[src/verilog/ccr_pkg.sv]
// constants for the charge current configuration register pair
// How it works
// - fast charge code bits 7:2, 512+64/LSB
// - fast charge code resets to 011000
// - bit 1 picks cold boost threshold
// - force bit cuts currents to 20%/50%
// - precharge code bits 7:4, lookup table
// - precharge code resets to 0001
// - termination code bits 2:0, 128 offset
// - termination code resets to 001
// - second register resets 00010001, bit3 reserved
// - first register resets 01100000, both RW
package ccr_pkg;
  // =========================================================
  // register addresses (register index on the internal port)
  localparam logic [7:0] CCR_ADDR_CHG = 8'h02;
  localparam logic [7:0] CCR_ADDR_PRE = 8'h03;
  // =========================================================
  // reset values
  localparam logic [7:0] CCR_RST_CHG = 8'h60;
  localparam logic [7:0] CCR_RST_PRE = 8'h11;
  localparam logic [7:0] CCR_UNMAPPED = 8'h00;
  // =========================================================
  // field positions
  localparam int CCR_FAST_LSB = 2;
  localparam int CCR_COLD_BIT = 1;
  localparam int CCR_FORCE_BIT = 0;
  localparam int CCR_PRE_LSB = 4;
  localparam int CCR_RSVD_BIT = 3;
  localparam int CCR_TERM_LSB = 0;
  // =========================================================
  // current scaling in mA
  localparam logic [12:0] CCR_FAST_OFS_MA = 13'h0200;
  localparam logic [12:0] CCR_FAST_STEP_MA = 13'h0040;
  localparam logic [5:0] CCR_FAST_MAX_CODE = 6'h27;
  localparam logic [11:0] CCR_PRE_STEP_MA = 12'h080;
  localparam logic [11:0] CCR_TERM_OFS_MA = 12'h080;
  localparam logic [11:0] CCR_TERM_STEP_MA = 12'h080;
endpackage : ccr_pkg

[src/verilog/ccr_cur_decode.sv]
// code to milliamp decoder for the charge current fields
`timescale 1ns/1ps
module ccr_cur_decode import ccr_pkg::*; (
  // programmed codes
  input wire logic [5:0] fast_code,
  input wire logic [3:0] pre_code,
  input wire logic [2:0] term_code,
  input wire logic force_red,
  // effective currents in mA
  output logic [12:0] fast_ma,
  output logic [11:0] pre_ma,
  output logic [11:0] term_ma
);
  logic [12:0] fast_full; // programmed fast charge current
  logic [11:0] pre_full; // programmed precharge current

  // fast charge: offset plus binary weights
  assign fast_full = CCR_FAST_OFS_MA + 13'(fast_code) * CCR_FAST_STEP_MA;

  // precharge lookup; steps are not uniform below code 1000
  always_comb begin
    case (pre_code)
      4'h0, 4'h1: pre_full = 12'h080;
      4'h2: pre_full = 12'h100;
      4'h3: pre_full = 12'h180;
      4'h4: pre_full = 12'h200;
      4'h5: pre_full = 12'h300;
      4'h6: pre_full = 12'h380;
      4'h7: pre_full = 12'h400;
      // widen before the add, or code 1111 would wrap to zero
      default: pre_full = (12'(pre_code) + 12'h001) * CCR_PRE_STEP_MA;
    endcase
  end

  // force option: fifth of fast charge, half of precharge
  // the fifth truncates toward zero, so 2048 mA shows as 409 mA
  assign fast_ma = force_red ? 13'(fast_full / 13'h0005) : fast_full;
  assign pre_ma = force_red ? {1'b0, pre_full[11:1]} : pre_full;

  // termination: offset plus weights 512/256/128
  assign term_ma = CCR_TERM_OFS_MA + 12'(term_code) * CCR_TERM_STEP_MA;
endmodule : ccr_cur_decode

[src/verilog/ccr_regs.sv]
// charge current control and precharge/termination register pair
`timescale 1ns/1ps
module ccr_regs import ccr_pkg::*; (
  // clock and reset
  input wire logic sys_clk,
  input wire logic rst_n,
  // register reset request from the configuration logic (same clock)
  input wire logic soft_rst,
  // register port from the serial slave (same clock)
  input wire logic [7:0] reg_addr,
  input wire logic reg_wr,
  input wire logic [7:0] reg_wdata,
  input wire logic reg_rd,
  output logic [7:0] reg_rdata,
  // settings to the charge loops
  output logic [5:0] fast_chg_current,
  output logic boost_cold_sel,
  output logic force_reduced_current,
  output logic [3:0] precharge_current,
  output logic [2:0] termination_current,
  // effective currents in mA
  output logic [12:0] fast_chg_ma,
  output logic [11:0] precharge_ma,
  output logic [11:0] termination_ma
);
  // =========================================================
  // reset release
  logic rst_s1_r; // first stage, read only by the second
  logic rst_s2_r; // synchronised active-high run level

  // release through two flops so the register pair and read data leave reset together
  always_ff @(posedge sys_clk or negedge rst_n) begin
    if (!rst_n) begin
      rst_s1_r <= 1'b0;
      rst_s2_r <= 1'b0;
    end else begin
      rst_s1_r <= 1'b1;
      rst_s2_r <= rst_s1_r;
    end
  end

  // =========================================================
  // registers
  // both are plain read/write storage; nothing here checks a code, so a
  // fast charge code above 100111 is kept as written and the host must
  // keep away from it
  logic [7:0] chg_r; // charge current control
  logic [7:0] pre_r; // precharge/termination current
  logic wr_chg; // write hits the first register
  logic wr_pre; // write hits the second register

  assign wr_chg = reg_wr && (reg_addr == CCR_ADDR_CHG);
  assign wr_pre = reg_wr && (reg_addr == CCR_ADDR_PRE);

  // charge current control; soft reset wins over a write
  always_ff @(posedge sys_clk or negedge rst_n) begin
    if (!rst_n) begin
      chg_r <= CCR_RST_CHG;
    end else if (!rst_s2_r || soft_rst) begin
      chg_r <= CCR_RST_CHG;
    end else if (wr_chg) begin
      // codes above 100111 are stored as written
      chg_r <= reg_wdata;
    end
  end

  // precharge/termination; reserved bit is stored, no function
  always_ff @(posedge sys_clk or negedge rst_n) begin
    if (!rst_n) begin
      pre_r <= CCR_RST_PRE;
    end else if (!rst_s2_r || soft_rst) begin
      pre_r <= CCR_RST_PRE;
    end else if (wr_pre) begin
      pre_r <= reg_wdata;
    end
  end

  // =========================================================
  // read port: one cycle after the strobe, unmapped reads zero
  // the data holds between reads, so a slow host may pick it up late
  // a read in the cycle of a write to the same address sees the old byte
  always_ff @(posedge sys_clk or negedge rst_n) begin
    if (!rst_n) begin
      reg_rdata <= CCR_UNMAPPED;
    end else if (!rst_s2_r) begin
      reg_rdata <= CCR_UNMAPPED;
    end else if (reg_rd) begin
      case (reg_addr)
        CCR_ADDR_CHG: reg_rdata <= chg_r;
        CCR_ADDR_PRE: reg_rdata <= pre_r;
        default: reg_rdata <= CCR_UNMAPPED;
      endcase
    end
  end

  // =========================================================
  // field outputs
  // straight from the flops, so the loops never see a decoding glitch
  // the reserved bit 3 of the second register drives nothing
  assign fast_chg_current = chg_r[CCR_FAST_LSB +: 6];
  assign boost_cold_sel = chg_r[CCR_COLD_BIT];
  assign force_reduced_current = chg_r[CCR_FORCE_BIT];
  assign precharge_current = pre_r[CCR_PRE_LSB +: 4];
  assign termination_current = pre_r[CCR_TERM_LSB +: 3];

  // =========================================================
  // effective currents, registered so the loops see clean data
  // the cost is one more cycle of latency after every write or soft reset
  logic [12:0] fast_dec; // decoded fast charge
  logic [11:0] pre_dec; // decoded precharge
  logic [11:0] term_dec; // decoded termination

  ccr_cur_decode u_dec (
    .fast_code(fast_chg_current),
    .pre_code(precharge_current),
    .term_code(termination_current),
    .force_red(force_reduced_current),
    .fast_ma(fast_dec),
    .pre_ma(pre_dec),
    .term_ma(term_dec)
  );

  // one cycle behind the register contents
  always_ff @(posedge sys_clk or negedge rst_n) begin
    if (!rst_n) begin
      fast_chg_ma <= 13'h0800; // 2048 mA
      precharge_ma <= 12'h080; // 128 mA
      termination_ma <= 12'h100; // 256 mA
    end else begin
      fast_chg_ma <= fast_dec;
      precharge_ma <= pre_dec;
      termination_ma <= term_dec;
    end
  end
endmodule : ccr_regs
[config.mk]
export PLATFORM = sky130hd
export DESIGN_NAME = ccr_regs
export DESIGN_NICKNAME = d
export VERILOG_FILES = /design/src/verilog/ccr_pkg.sv /design/src/verilog/ccr_cur_decode.sv /design/src/verilog/ccr_regs.sv
export SDC_FILE = /design/constraint.sdc
export NUM_CORES = 1
export LEC_CHECK = 0
export BUFFER_PORTS_ARGS = -buffer_cell sky130_fd_sc_hd__buf_4
export CAP_MARGIN = 25
export CORE_ASPECT_RATIO = 0.5
export CORE_MARGIN = 2
export CORE_UTILIZATION = 55
export DETAILED_ROUTE_END_ITERATION = 12
export PLACE_DENSITY = 0.77
export SLEW_MARGIN = 20
export SYNTH_ARGS = -nofsm -noshare
export SYNTH_HDL_FRONTEND = slang
export SYNTH_SLANG_ARGS = --single-unit
[constraint.sdc]
create_clock -name sys_clk -period 12.8 [get_ports sys_clk]
set_input_delay 1.28 -clock sys_clk [delete_from_list [all_inputs] [get_ports sys_clk]]
set_output_delay 1.28 -clock sys_clk [all_outputs]
set_load 0.05 [all_outputs]
==> impl_metrics.yaml <==
sta:
  rsz0062_at_grt: "false"
  finalHoldViolCount: 0
  setup_viol: 0
  maxSlewHeadroom_pct: 50.7
  worst_slack_ps: 2730
  setup_tns_ps: 0
  holdWs_ps: 349
  worstMarginPinSlew_ps: 736
  period_needed_ps: 10070
  skew_ps: 6.20
  min_period_over_period_pct: 78.7
  drv_slew: 0
  fmax_ghz: 0.0993
place:
  dp_cells: 582
  dp_hpwl_um: 6930
  port_buffers: 66
  pre_cts_ws_ps: 2970
  gp_congestion: 0.911
clocking:
  cts_tree: "yes"
  cts_max_path_buffers: 2
  post_cts_buffers: 0
  clk_latency_ps: 290
  root_buffer: "clkbuf_16"
  cts.sinks: 49
  htreeDepth: 2
  cts_inserted_buffers: 5
  hold_buffers: 0
  cts.repair.resized: 0
  clk_pin_slew_ps: 60
power_and_ir_drop:
  p_leak_nw: 2.13
  peakVddDrop_v: 0.0000545
  p_per_area_nw_per_um2: 75.0
routing:
  viasPerCell: 6.05
  wire_per_inst_um: 15.9
  drc: 0
  postRouteWirelength_um: 9380
  first_pass_iters: 5
  drt_iter0_markers: 362
  num_vias: 3569
  ant_nets: 0
synth:
  synthesis.area_um2: 3910
  synth_edf_count: 0
  ys.flop_type: "dfrtp_1"
  avgSynthCellArea_um2: 8.61
  ys_seq_area_share_pct: 31.6
  ys_types: 86
  async_reset_ff_share_pct: 100
  syn_inst: 454
  yosys_warnings: 0
  ys_ff_latch: 49
cells_and_area:
  final_core_util_pct: 65.9
  n_antenna_cell: 0
  fillers: 597
  final_cells: 590
  seq_area_um2: 1230
  final_layout_size_suffix_gt1_share_pct: 22.3
  fin_nets: 533
  multi_input_area_um2: 2380
  areaGrowthSynthToFinish_pct: 14.3
floorplan:
  dieArea_um2: 7840
  die_h_um: 63.6
  die_x_um: 123
  core_um2: 6780
  rows: 21
  start_util_pct: 57.7
  top_level_ports: 81
critical_path:
  arrival_ps: 10220
  critPathSlowestCell: "dfstp_2"
  critPathCaptureType: "register"
  cp.required_ps: 12950
  critical-path-max-stage-delay_ps: 710
  worstPathMaxFanout: 18
  setup.worst_path.start_class: "register"
  worstSetupPathType: "reg2reg"
  crit_top_cell: "ha_1"
job:
  cap_viol_max_count: 0
run_status:
  status: "finished clean"
global_route:
  antenna_found_initial: 0
  grt_pass1_wl_um: 15600
  grt_max_degree: 50
  grt_pass1_vias: 3300
  grt_overflow: 0
  grtUsageTotal_pct: 24.7
min_path:
  hold_class: "reg2reg"
## where the power goes
group	switching [mW]	total, mW	internal (mW)	leakage, nW
Sequential	0.000234	0.156	0.155	0.656
Clock	0.0572	0.150	0.0925	0.0842
Combinational	0.0205	0.0298	0.00926	1.39
## placed cells by master (no fill, tap or decap), types with 6 or more instances in the layout
cell type  synthesis  final
a22o_1            10     10
xnor2_1            8      8
mux2i_1           13     13
ha_1              15     15
or2_2              6      6
nor3_1            11     11
nand2_1           43     43
a31oi_1            7      7
nand3_1           10     10
buf_4             22     66
nor2b_1            6      6
o21ai_0           31     31
inv_1             17     17
nor2_1            37     37
nand4_1            6      6
conb_1             2     15
dfrtp_1           42     42
a21o_1             8      8
dfstp_2            7      7
a21oi_1           17     17
## worst paths after layout
kind / start / to / slack, ps / cells past startpoint
max in group asynchronous: rst_n / fast_chg_ma[6] / 11400 / 1
min in group asynchronous: rst_n / fast_chg_ma[7] / 1000 / 1
setup / recovery: chg_r[5] / fast_chg_ma[0] / 2730 / 37
hold reg to reg: rst_s1_r / rst_s2_r / 350 / 0
setup reg to reg: chg_r[5] / fast_chg_ma[0] / 2730 / 37
hold / removal: rst_s1_r / rst_s2_r / 350 / 0
## sequential cells by signal, summed over array words and instances, names as in the netlist
register / count
precharge_ma: 6
fast_chg_ma: 13
chg_r: 8
reg_rdata: 8
rst_s2_r: 1
pre_r: 8
rst_s1_r: 1
termination_ma: 4
## worst max-delay path, delay by kind of cell (launching register included)
kind / cells / cell delay [ps]
AO/OA/AOI/OAI: 14 / 3710
adder cells (fa/ha/maj): 8 / 2270
AND/OR/NAND/NOR: 9 / 2270
flip-flops: 1 / 710
XOR/XNOR: 2 / 410
buffers and inverters: 3 / 380
multiplexers: 1 / 160
## logic make-up after synthesis
group,after synthesis,share of synthesized area [%]
xor gates and xnor gates,9,2.02
AOI/OAI and AO/OA,137,26.0
muxes,19,5.22
DFF,49,31.6
buffers and inverters,63,8.90
adders and majority gates,16,5.06
and+or+nand+nor,159,21.1
other,2,0.192
## cells in the mapped netlist (6+ instances only)
cell / number / area share, %
a21o_1: 8 / 1.5
a21oi_1: 17 / 2.2
a22o_1: 10 / 2.2
a31oi_1: 7 / 1.1
buf_4: 22 / 4.2
clkbuf_1: 14 / 1.3
dfrtp_1: 42 / 27
dfstp_2: 7 / 4.7
ha_1: 15 / 4.8
inv_1: 17 / 1.6
mux2i_1: 13 / 3.3
nand2_1: 43 / 4.1
nand3_1: 10 / 1.3
nand4_1: 6 / 0.96
nor2_1: 37 / 3.6
nor2b_1: 6 / 0.96
nor3_1: 11 / 1.4
o21ai_0: 31 / 4.0
or2_2: 6 / 0.96
xnor2_1: 8 / 1.8
## stage by stage
step / power (mW) / area (um^2)
2_1_floorplan: 0.181 / 3960
3_3_place_gp: 0.188 / 4300
3_5_place_dp: 0.188 / 4300
4_1_cts: 0.337 / 4470
5_1_grt: 0.348 / 4470
6_report: 0.335 / 4470
## final cells by class
class,count,share of cell area (%)
Sequential cell,49,27.6
Timing Repair Buffer,66,11.1
Tap cell,92,2.58
Multi-Input combinational cell,355,53.2
Clock buffer,5,2.80
Clock inverter,3,0.980
Inverter,20,1.76
## layer usage
layer	wire length [um]	GRT usage [%]	up-vias
li1	-	-	1719
met1	4230	32.4	1681
met2	4410	42.0	147
met3	549	3.53	22
met4	186	7.81	0
met5	0	0	-
No activity file was read; power rests on OpenSTA's default activity.
